`config.mk`:
```
export PLATFORM = sky130hd
export DESIGN_NAME = fpu_exception_and_cond_move
export DESIGN_NICKNAME = d
export VERILOG_FILES = /design/src/rtl/fpu_exc_pkg.sv /design/src/rtl/fpu_exception_and_cond_move.sv
export VERILOG_INCLUDE_DIRS = /design/src /design/src/rtl
export SDC_FILE = /design/constraint.sdc
export NUM_CORES = 1
export LEC_CHECK = 0
export BUFFER_PORTS_ARGS = -buffer_cell sky130_fd_sc_hd__buf_4
export CAP_MARGIN = 0
export CORE_UTILIZATION = 44
export DETAILED_ROUTE_END_ITERATION = 8
export PLACE_DENSITY = 0.72
export SYNTH_ARGS = -nofsm -noshare
export SYNTH_HDL_FRONTEND = slang
export SYNTH_SLANG_ARGS = --single-unit
```
`constraint.sdc`:
```
create_clock -name clk -period 10.2 [get_ports clk]
set_input_delay 3.06 -clock clk [delete_from_list [all_inputs] [get_ports clk]]
set_output_delay 3.06 -clock clk [all_outputs]
set_load 0.02 [all_outputs]
```
`src/rtl/fpu_exc_params.svh`:
```
// Purpose: constants for the fpu exception and conditional move unit
// Assumes: control/status word laid out as the classic fp status register
// Notes:   field positions, encodings, reset and write mask values, single precision special values only
`ifndef FPU_EXC_PARAMS_SVH
`define FPU_EXC_PARAMS_SVH

// ==========================================================
// control/status word fields
`define CSR_RM_LSB      0
`define CSR_FLAG_LSB    2
`define CSR_EN_LSB      7
`define CSR_CAUSE_LSB   12
`define CSR_CC0_BIT     23
`define CSR_FN_BIT      21
`define CSR_CC_HI_LSB   25
`define CSR_RESET       32'h0000_0000
`define CSR_WMASK       32'hfeaf_ffff

// ==========================================================
// condition bit positions inside a five/six bit field
`define EXC_I           0
`define EXC_U           1
`define EXC_O           2
`define EXC_Z           3
`define EXC_V           4
`define EXC_E           5

// ==========================================================
// rounding modes
`define RM_NEAREST      2'h0
`define RM_NOUGHT       2'h1
`define RM_UP           2'h2
`define RM_DOWN         2'h3

// ==========================================================
// single precision special values, sign added separately except SP_QNAN, which holds all 32 bits
`define SP_INF          31'h7f80_0000
`define SP_MAXFIN       31'h7f7f_ffff
`define SP_SMALLEST_NORMAL_VALUE      31'h0080_0000
`define SP_ZERO         31'h0000_0000
`define SP_QNAN         32'h7fc0_0000

`endif

```
`src/rtl/fpu_exc_pkg.sv`:
```
// Purpose: types shared by the fpu exception and conditional move unit
// Assumes: nothing beyond the params header
// Notes:   operation kinds dispatched by the integer pipeline
package fpu_exc_pkg;

    // ==========================================================
    // operation kinds
    typedef enum logic [3:0] {
        op_none,
        op_arith,
        fp_plain_move,
        fp_move_if_cc_false,
        fp_move_if_cc_true,
        fp_move_if_gpr_nonzero,
        fp_move_if_gpr_zero,
        int_move_on_cc_false,
        int_move_on_cc_true,
        branch_on_cc_false,
        branch_on_cc_true,
        branch_likely_on_cc_false,
        branch_likely_on_cc_true
    } op_kind_e;

    typedef logic [1:0] fmt_t;

endpackage : fpu_exc_pkg

```
`src/rtl/fpu_exception_and_cond_move.sv`:
```
// Purpose: fp exception fields, traps, default results, moves and cc branches
// Assumes: one op dispatched per cycle when op_valid is high
// Notes:   arithmetic datapath supplies raw conditions and rounded result
`timescale 1ns/1ps
`include "fpu_exc_params.svh"

module fpu_exception_and_cond_move
    import fpu_exc_pkg::*;
(
    input  wire logic        clk,              // core clock
    input  wire logic        rst_n,            // async reset, active low
    input  wire logic        op_valid,         // op dispatched this cycle
    input  wire op_kind_e    op_kind,          // kind of op
    input  wire logic [5:0]  op_cond,          // raw conditions e,v,z,o,u,i
    input  wire logic [31:0] op_result,        // rounded result from datapath
    input  wire logic        op_sign,          // sign of exact result
    input  wire logic [2:0]  cc_sel,           // condition code selected
    input  wire logic        cmp_valid,        // compare writes a code
    input  wire logic        cmp_true,         // compare outcome
    input  wire logic [31:0] gpr_value,        // integer register tested
    input  wire logic [4:0]  dst_idx,          // fp destination register
    input  wire logic [31:0] src_value,        // move source value
    input  wire fmt_t        op_fmt,           // format of the move
    input  wire logic [31:0] branch_pc,        // pc of the branch
    input  wire logic [31:0] branch_offset,    // sign-extended byte offset
    input  wire logic        csr_wr,           // software writes status word
    input  wire logic [31:0] csr_wdata,        // written status word
    output logic [31:0]      fp_control_status_reg, // status word
    output logic             trap_req,         // trap request, combinational
    output logic             result_we,        // result commit pulse
    output logic [31:0]      result_data,      // committed result
    output logic [4:0]       result_idx,       // committed destination
    output logic             result_undef,     // committed value undefined
    output logic             int_move_we,      // integer move commit pulse
    output logic [31:0]      int_move_data,    // integer move value
    output logic             branch_taken,     // branch redirect pulse
    output logic [31:0]      branch_target,    // redirect target
    output logic             delay_slot_nullify, // kill delay slot pulse
    output logic             cond_error        // illegal condition mix seen
);

    // ==========================================================
    // status fields
    logic [4:0] flags;
    logic [4:0] enables;
    logic [5:0] cause;
    logic [7:0] cc;
    logic [1:0] rmode;
    logic       fn_bit;
    fmt_t       reg_fmt [32];

    // ==========================================================
    // helpers
    function automatic logic cc_pick(input logic [7:0] c, input logic [2:0] s);
        cc_pick = c[s];
    endfunction : cc_pick

    // filter raw conditions into a cause word: E set clears every other bit, else raw passes unchanged
    function automatic logic [5:0] shape_cause(input logic [5:0] raw);
        logic [5:0] r;
        r = raw;
        if (raw[`EXC_E]) begin
            r = 6'h20;
        end
        shape_cause = r;
    endfunction : shape_cause

    // ==========================================================
    // trap detection
    logic [5:0] new_cause;
    logic       arith_op;
    logic       op_trap;
    logic       wr_trap;
    logic [4:0] wr_en;
    logic [5:0] wr_cause;
    logic       stall;

    assign arith_op  = op_valid && (op_kind == op_arith);
    assign new_cause = shape_cause(op_cond);
    assign wr_en     = csr_wdata[`CSR_EN_LSB +: 5];
    assign wr_cause  = csr_wdata[`CSR_CAUSE_LSB +: 6];
    assign op_trap = arith_op && ((|(new_cause[4:0] & enables)) || new_cause[`EXC_E]);
    assign wr_trap = csr_wr && ((|(wr_cause[4:0] & wr_en)) || wr_cause[`EXC_E]);
    assign trap_req = op_trap || wr_trap;
    assign stall = trap_req;

    assign cond_error = arith_op && !new_cause[`EXC_E]
        && ($countones(new_cause[`EXC_V:`EXC_U]) > 1
            || (new_cause[`EXC_O] && new_cause[`EXC_U])
            || ((new_cause[`EXC_V] || new_cause[`EXC_Z]) && new_cause[`EXC_I]));

    // ==========================================================
    // cause field
    always_ff @(posedge clk or negedge rst_n) begin
        if (!rst_n) begin
            cause <= 6'h00;
        end else if (csr_wr) begin
            cause <= wr_cause;
        end else if (arith_op) begin
            cause <= new_cause;
        end
    end

    // enables, rounding, flush bit
    always_ff @(posedge clk or negedge rst_n) begin
        if (!rst_n) begin
            enables <= 5'h00;
            rmode   <= `RM_NEAREST;
            fn_bit  <= 1'b0;
        end else if (csr_wr) begin
            enables <= wr_en;
            rmode   <= csr_wdata[`CSR_RM_LSB +: 2];
            fn_bit  <= csr_wdata[`CSR_FN_BIT];
        end
    end

    // sticky flags
    always_ff @(posedge clk or negedge rst_n) begin
        if (!rst_n) begin
            flags <= 5'h00;
        end else if (csr_wr) begin
            flags <= csr_wdata[`CSR_FLAG_LSB +: 5];
        end else if (arith_op && !op_trap) begin
            flags <= flags | new_cause[4:0];
        end
    end

    // condition codes
    always_ff @(posedge clk or negedge rst_n) begin
        if (!rst_n) begin
            cc <= 8'h00;
        end else if (csr_wr) begin
            // code 0 apart from codes 1 to 7
            cc <= {csr_wdata[`CSR_CC_HI_LSB +: 7], csr_wdata[`CSR_CC0_BIT]};
        end else if (cmp_valid) begin
            cc[cc_sel] <= cmp_true;
        end
    end

    always_comb begin
        fp_control_status_reg = `CSR_RESET;
        fp_control_status_reg[`CSR_RM_LSB +: 2]     = rmode;
        fp_control_status_reg[`CSR_FLAG_LSB +: 5]   = flags;
        fp_control_status_reg[`CSR_EN_LSB +: 5]     = enables;
        fp_control_status_reg[`CSR_CAUSE_LSB +: 6]  = cause;
        fp_control_status_reg[`CSR_FN_BIT]          = fn_bit;
        fp_control_status_reg[`CSR_CC0_BIT]         = cc[0];
        fp_control_status_reg[`CSR_CC_HI_LSB +: 7]  = cc[7:1];
    end

    // ==========================================================
    // default results
    logic [31:0] default_result;
    always_comb begin
        default_result = op_result;
        if (new_cause[`EXC_V]) begin
            default_result = `SP_QNAN;
        end else if (new_cause[`EXC_Z]) begin
            default_result = {op_sign, `SP_INF};
        end else if (new_cause[`EXC_O]) begin
            unique case (rmode)
                `RM_NEAREST: default_result = {op_sign, `SP_INF};
                `RM_NOUGHT:  default_result = {op_sign, `SP_MAXFIN};
                `RM_UP:      default_result = op_sign ? {1'b1, `SP_MAXFIN} : {1'b0, `SP_INF};
                `RM_DOWN:    default_result = op_sign ? {1'b1, `SP_INF} : {1'b0, `SP_MAXFIN};
            endcase
        end else if (new_cause[`EXC_U] && !fn_bit) begin
            unique case (rmode)
                `RM_NEAREST: default_result = {op_sign, `SP_ZERO};
                `RM_NOUGHT:  default_result = {op_sign, `SP_ZERO};
                `RM_UP:      default_result = op_sign ? {1'b0, `SP_ZERO} : {1'b0, `SP_SMALLEST_NORMAL_VALUE};
                `RM_DOWN:    default_result = op_sign ? {1'b1, `SP_SMALLEST_NORMAL_VALUE} : {1'b1, `SP_ZERO};
            endcase
        end
    end

    // ==========================================================
    // move and branch decode
    logic cc_bit;
    logic move_go;
    logic is_fmove;
    logic is_branch;
    logic is_likely;
    logic br_go;
    assign cc_bit = cc_pick(cc, cc_sel);

    always_comb begin
        move_go   = 1'b0;
        is_fmove  = 1'b0;
        is_branch = 1'b0;
        is_likely = 1'b0;
        br_go     = 1'b0;
        unique case (op_kind)
            fp_plain_move:           begin is_fmove = 1'b1; move_go = 1'b1; end
            fp_move_if_cc_false:     begin is_fmove = 1'b1; move_go = !cc_bit; end
            fp_move_if_cc_true:      begin is_fmove = 1'b1; move_go = cc_bit; end
            fp_move_if_gpr_nonzero:  begin is_fmove = 1'b1; move_go = |gpr_value; end
            fp_move_if_gpr_zero:     begin is_fmove = 1'b1; move_go = ~|gpr_value; end
            int_move_on_cc_false:    move_go = !cc_bit;
            int_move_on_cc_true:     move_go = cc_bit;
            branch_on_cc_false:      begin is_branch = 1'b1; br_go = !cc_bit; end
            branch_on_cc_true:       begin is_branch = 1'b1; br_go = cc_bit; end
            branch_likely_on_cc_false: begin
                is_branch = 1'b1;
                is_likely = 1'b1;
                br_go     = !cc_bit;
            end
            branch_likely_on_cc_true: begin
                is_branch = 1'b1;
                is_likely = 1'b1;
                br_go     = cc_bit;
            end
            default: ;
        endcase
    end

    // format tags of fp registers
    always_ff @(posedge clk or negedge rst_n) begin
        if (!rst_n) begin
            for (int k = 0; k < 32; k++) begin
                reg_fmt[k] <= 2'h0;
            end
        end else if (op_valid && is_fmove && !stall) begin
            reg_fmt[dst_idx] <= op_fmt;
        end
    end

    // fp result commit
    always_ff @(posedge clk or negedge rst_n) begin
        if (!rst_n) begin
            result_we    <= 1'b0;
            result_data  <= 32'h0000_0000;
            result_idx   <= 5'h00;
            result_undef <= 1'b0;
        end else begin
            // no write on trap, default result stored
            result_we    <= op_valid && !stall && ((arith_op) || (is_fmove && move_go));
            result_idx   <= dst_idx;
            result_data  <= arith_op ? default_result : src_value;
            // undefined when format changes without a move
            result_undef <= op_valid && is_fmove && (op_kind != fp_plain_move)
                            && !move_go && (reg_fmt[dst_idx] != op_fmt);
        end
    end

    // integer move commit
    always_ff @(posedge clk or negedge rst_n) begin
        if (!rst_n) begin
            int_move_we   <= 1'b0;
            int_move_data <= 32'h0000_0000;
        end else begin
            int_move_we   <= op_valid && !stall && move_go && !is_fmove && !is_branch;
            int_move_data <= src_value;
        end
    end

    // branch resolution
    always_ff @(posedge clk or negedge rst_n) begin
        if (!rst_n) begin
            branch_taken       <= 1'b0;
            branch_target      <= 32'h0000_0000;
            delay_slot_nullify <= 1'b0;
        end else begin
            // target relative to delay slot, slot runs first
            branch_taken       <= op_valid && is_branch && br_go && !stall;
            branch_target      <= branch_pc + 32'h0000_0004 + branch_offset;
            delay_slot_nullify <= op_valid && is_likely && !br_go && !stall;
        end
    end

endmodule : fpu_exception_and_cond_move

```
; ---- After elaboration in Yosys (flattened, before gate mapping)
; Index checks and enable logic that the tools add are counted.
[classes]
n_addsub = 5
n_shift = 0
mul = 0
bitwise = 4
eq_ne = 17
n_mux = 34
n_reduce_logical = 60
order_cmp = 5
div_mod_pow = 0
[op_table]
columns = op, n
row1 = $mux W32, 7
row2 = $pmux W32 S4, 1
row3 = $pmux W32 S3, 1
row4 = $bwmux W64, 1
row5 = $mux W24, 2
row6 = $add A32 B3 Y32 const B, 1
row7 = $add A32 B32 Y32, 1
row8 = $reduce_or A32 Y1, 1
row9 = $logic_and A1 B1 Y1, 28
row10 = $eq A4 B4 Y1 const B, 5
row11 = $mux W6, 3
row12 = $eq A4 B3 Y1 const B, 4
row13 = $mux W8, 2
row14 = $reduce_or A5 Y1, 3
row15 = $reduce_or A2 Y1, 6
row16 = $and A5 B5 Y5, 2
row17 = $bmux W2 S5, 1
row18 = $demux W2 S5, 1
row19 = $logic_not A1 Y1, 10
row20 = $mux W5, 2
row21 = $bwmux W8, 1
row22 = $eq A4 B2 Y1 const B, 2
row23 = $logic_or A1 B1 Y1, 7
row24 = $ge A6 B6 Y1 const B, 1
row25 = other kinds (22), 32
[totals]
ram_bits = 0
mem_count = 0
in_bits = 219
register_bits = 197
mem_bits_ro = 0
word_cells = 172
latchBits = 0
output_inout_bits = 140

; ---- Depth between registers and ports, before layout
[logic_depth]
ltp_word = 11
ltp_mapped = 11
depth_no_buf = 11

; ---- Worst setup path after synthesis
; No wires, ideal clock.
[synth_timing]
path_type = input to output
from = in op_cond[5]
to = out cond_error
required_time_ps = 7140
stages = 9
setup_slack_ps = 1888
n_path_buf = 3
t_arrival_ps = 5252
cell_sequence = clkbuf_1 > nor2b_1 > clkbuf_1 > buf_1 > inv_1 > fa_1 > nor2b_1 > o22ai_1 > a311oi_1
[synth_between]
elab_chain_len = 7
elab_cells_between_ends = 13
cone_classes = add/sub: 3 / order compare: 1 / mux: 1 / reduce/logical: 8
[synth_rtl]
columns = element, line_no
row1 = from (decl), fpu_exception_and_cond_move.sv:14  ; input wire logic [5:0] op_cond,
row2 = $mux W6 (*), fpu_exception_and_cond_move.sv:62  ; if (raw[`EXC_E]) begin
row3 = $add A1 B1 Y2, fpu_exception_and_cond_move.sv:88  ; && ($countones(new_cause[`EXC_V:`EXC_U]) > 1
row4 = $add A2 B2 Y3, fpu_exception_and_cond_move.sv:88
row5 = $gt A3 B1 Y1, fpu_exception_and_cond_move.sv:88
row6 = $logic_or A1 B1 Y1 (2 in a row), fpu_exception_and_cond_move.sv:88
row7 = $logic_and A1 B1 Y1 (*), fpu_exception_and_cond_move.sv:87  ; assign cond_error = arith_op && !new_cause[`EXC_E]
row8 = to (decl), fpu_exception_and_cond_move.sv:39  ; output logic cond_error
; Every way passes the cells marked *; elsewhere a longest branch is shown, timed or not.

; ---- Final worst setup path
; Ends and elaborated chain as after synthesis.

==> summary.md <==
| Metric | Value |
|---|---|
| Final setup fails | `0` |
| Area after DPL | `0.0131 mm²` |
| Fin cells | `around 1600` |
| Req. time, crit path | `7140 ps` |
| Average wire per standard cell | `between 15 and 20 µm` |
| Slew @ Worst Pin | `roughly 800 ps` |
| Cell mode on critical path | `buf_4` |
| Core area | `about 0.023 mm²` |
| Total gr overflow | `0` |
| # fillers | `about 2000` |
| Clk root buf | `clkbuf_16` |
| Main synth FF type | `dfrtp_1` |
| DIE AREA | `between 0.02 and 0.025 mm²` |
| Gr usage total | `0.239` |
| Starting Density | `0.452` |
| Critical Path AT | `5170 ps` |
| Remaining DRCs | `0` |
| LEAKAGE | `roughly 6.7 nW` |
| Max-slew violations | `0` |
| CTS tree | `done` |
| Antenna violations before repair | `2` |
| Syn Inst Count | `roughly 980` |
| I/O Buffers | `348` |
| Power density over cell area | `about 150 mW/mm²` |
| Top cell type by total area after synthesis | `dfrtp_1` |
| Synthesis-to-finish area growth | `33.0%` |
| TritonRoute pass-1 iters | `5` |
| Final hold slack | `around 510 ps` |
| CTS Buf Count | `17` |
| DP HPWL | `about 22000 µm` |
| Power Total | `about 2.1 mW` |
| Most frequent cell after synthesis | `dfrtp_1` |
| Count of final hold-check violations | `0` |
| R2R Path End | `result_undef` |
| Chip height | `between 150 and 200 µm` |
| CP max FO | `28` |
| Worst rel slew slack | `0.474` |
| Yosys reg bits | `197` |
| Tmin final | `8230 ps` |
| Min-delay src | `reg_fmt[54]` |
| Critical Path Source | `op_cond[5]` |
| H-tree depth | `4` |
| Hold buffer count at CTS | `0` |
| Setup Buffers After CTS | `0` |
| CTS max path bufs | `2` |
| Hold path cells | `1` |
| Final nets | `1578` |
| Crit. End Element | `primary output` |
| Placed cell count | `1589` |
| Period utilization | `0.807` |
| Vias in the first global route | `~8500` |
| Iteration-0 DRC count of the detailed router | `~460` |
| Cell Chain, Critical Path | `buf_4 -> nor2b_2 -> buf_4 -> inv_1 -> fa_1 -> nor2b_1 -> o22ai_1 -> a311oi_1 -> buf_4` |
| Clock Latency Late Sink | `between 400 and 500 ps` |
| Antenna Violating Nets Remaining | `0` |
| RD Place Congestion | `between 0.8 and 0.9` |
| TNS Setup | `0 ps` |
| Async SR Flop Fraction | `1.00` |
| Reg area | `about 0.0049 mm²` |
| Final Cell Area | `approximately 0.014 mm²` |
| Multi-input gate area | `0.00509 mm²` |
| # IOs | `359` |
| Part of the Yosys area used for sequential elements | `0.478` |
| Clk sinks | `197` |
| Buf/Inv on CP | `4` |
| FMAX | `122 MHz` |
| CP max-delay cell | `a311oi_1` |
| Mean Syn Cell Area | `around 11 µm²` |
| # Max-Cap Violations | `0` |
| Via count | `around 8600` |
| Reg2reg path depth | `7` |
| Via-to-Cell Ratio | `between 5 and 6` |
| VDD IR-drop max | `approximately 0.12 mV` |
| Top-area cell type share of the netlist area | `0.478` |
| Mapped Area | `0.0103 mm²` |
| Post-synthesis cell type count | `76` |
| End of the worst hold path | `reg_fmt[54]` |
| Row count | `55` |
| Wire length of the first global-routing pass | `44600 µm` |
| Synth area leaders | `dfrtp_1, mux2_2, ha_1, a21oi_1, nand2_1` |
| RSZ-0062 raised after global routing | `false` |
| Critical path's largest stage delay | `510 ps` |
| Worst Skew | `about 8.6 ps` |
| RR Startpoint | `cc[4]` |
| Post_cts resized | `0` |
| Routed wire length | `28700 µm` |
| Die Wd | `~160 µm` |
| Reg clk slew, reported paths | `70 ps` |
| Largest net degree at the start of global routing | `93` |
| Worst setup SP type | `primary input` |
| Reg-to-reg slack, setup | `8020 ps` |
| Critical setup path kind | `primary input to primary output` |
| Status | `finished clean` |
| Synth warn | `0` |
| Top delay family on crit path | `buffers and inverters` |
| Number of flops mapped to enable cells by yosys | `0` |
| Most instantiated cells after synthesis | `dfrtp_1, nand2_1, a21oi_1` |
| Hold WC Path Type | `register to register` |
| Share of cells above drive strength 1 | `0.369` |
cell usage in the layout, fill, tap and decap left out, drive strengths merged, types with 5 or more instances in the layout:
master,Yosys,routed
nor2b,15,15
xnor2,20,20
o211ai,5,5
nand2,104,104
buf,14,352
conb,1,5
o21ai,57,57
and2,8,8
mux2i,38,38
a31oi,7,7
nor4,10,10
dfrtp,197,197
a22oi,7,7
o22ai,8,8
nor2,54,54
clkbuf,42,20
nand3,20,20
xor2,13,13
nand4,10,10
ha,62,62
inv,18,24
and3,6,6
nand3b,8,8
mux2,76,76
nor3,17,17
a21oi,82,82
a21o,10,10
sequential cells by signal (all words and copies together), names as in the netlist, 2 cells and up:
name           cells
reg_fmt           64
branch_target     32
int_move_data     32
result_data       32
cc                 8
cause              6
enables            5
flags              5
result_idx         5
rmode              2
cells by family after synthesis:
group                      count (synthesis)  share of synthesized area
xor gates and xnor gates                  33                     0.0280
muxes                                    116                      0.124
DFF                                      197                      0.478
buffers and inverters                     74                     0.0304
adders and majority gates                 64                     0.0791
and+or+nand+nor                          273                      0.129
other                                      1                   0.000363
AOI/OAI and AO/OA                        217                      0.132
routing by layer:
layer | track usage | part of all wire
met1 | 0.270 | 0.39
met2 | 0.431 | 0.52
met3 | 0.0532 | 0.060
met4 | 0.107 | 0.033
met5 | 0 | 0
worst reg2reg max path: cells and delay by family, from the launching register on:
family             cells  cell delay (ps)
and+or+nand+nor        2              430
AOI/OAI and AO/OA      4              930
DFF                    1              410
muxes                  1              270
metrics by stage:
step | worst slack [ps] | utilization
CTS | 1990 | 0.601
floorplan | 1890 | -
global route | 1830 | 0.601
global placement | 2000 | 0.575
finish | 1970 | 0.601
detailed placement | 2000 | 0.575
layout make-up:
class                           count  area share
Clock inverter                     13      0.0103
Antenna cell                        2    0.000365
Clock buffer                       19      0.0323
Multi-Input combinational cell    708       0.371
Timing Repair Buffer              353       0.194
Sequential cell                   197       0.359
Inverter                           18     0.00492
Tap cell                          313      0.0285
worst max-delay path by stage:
stage / end / cells after the start / slack, ps
6_report: cond_error / 9 / 1970
3_3_place_gp: cond_error / 9 / 2000
3_5_place_dp: cond_error / 9 / 2000
2_1_floorplan: cond_error / 9 / 1890
5_1_grt: cond_error / 9 / 1830
4_1_cts: cond_error / 9 / 1990
power breakdown:
group          switching [mW]  internal, mW
registers              0.0357         0.858
clock network           0.309         0.352
logic                   0.297         0.244
total                   0.642          1.45
Note: power is estimated with default switching activity, not from simulation.
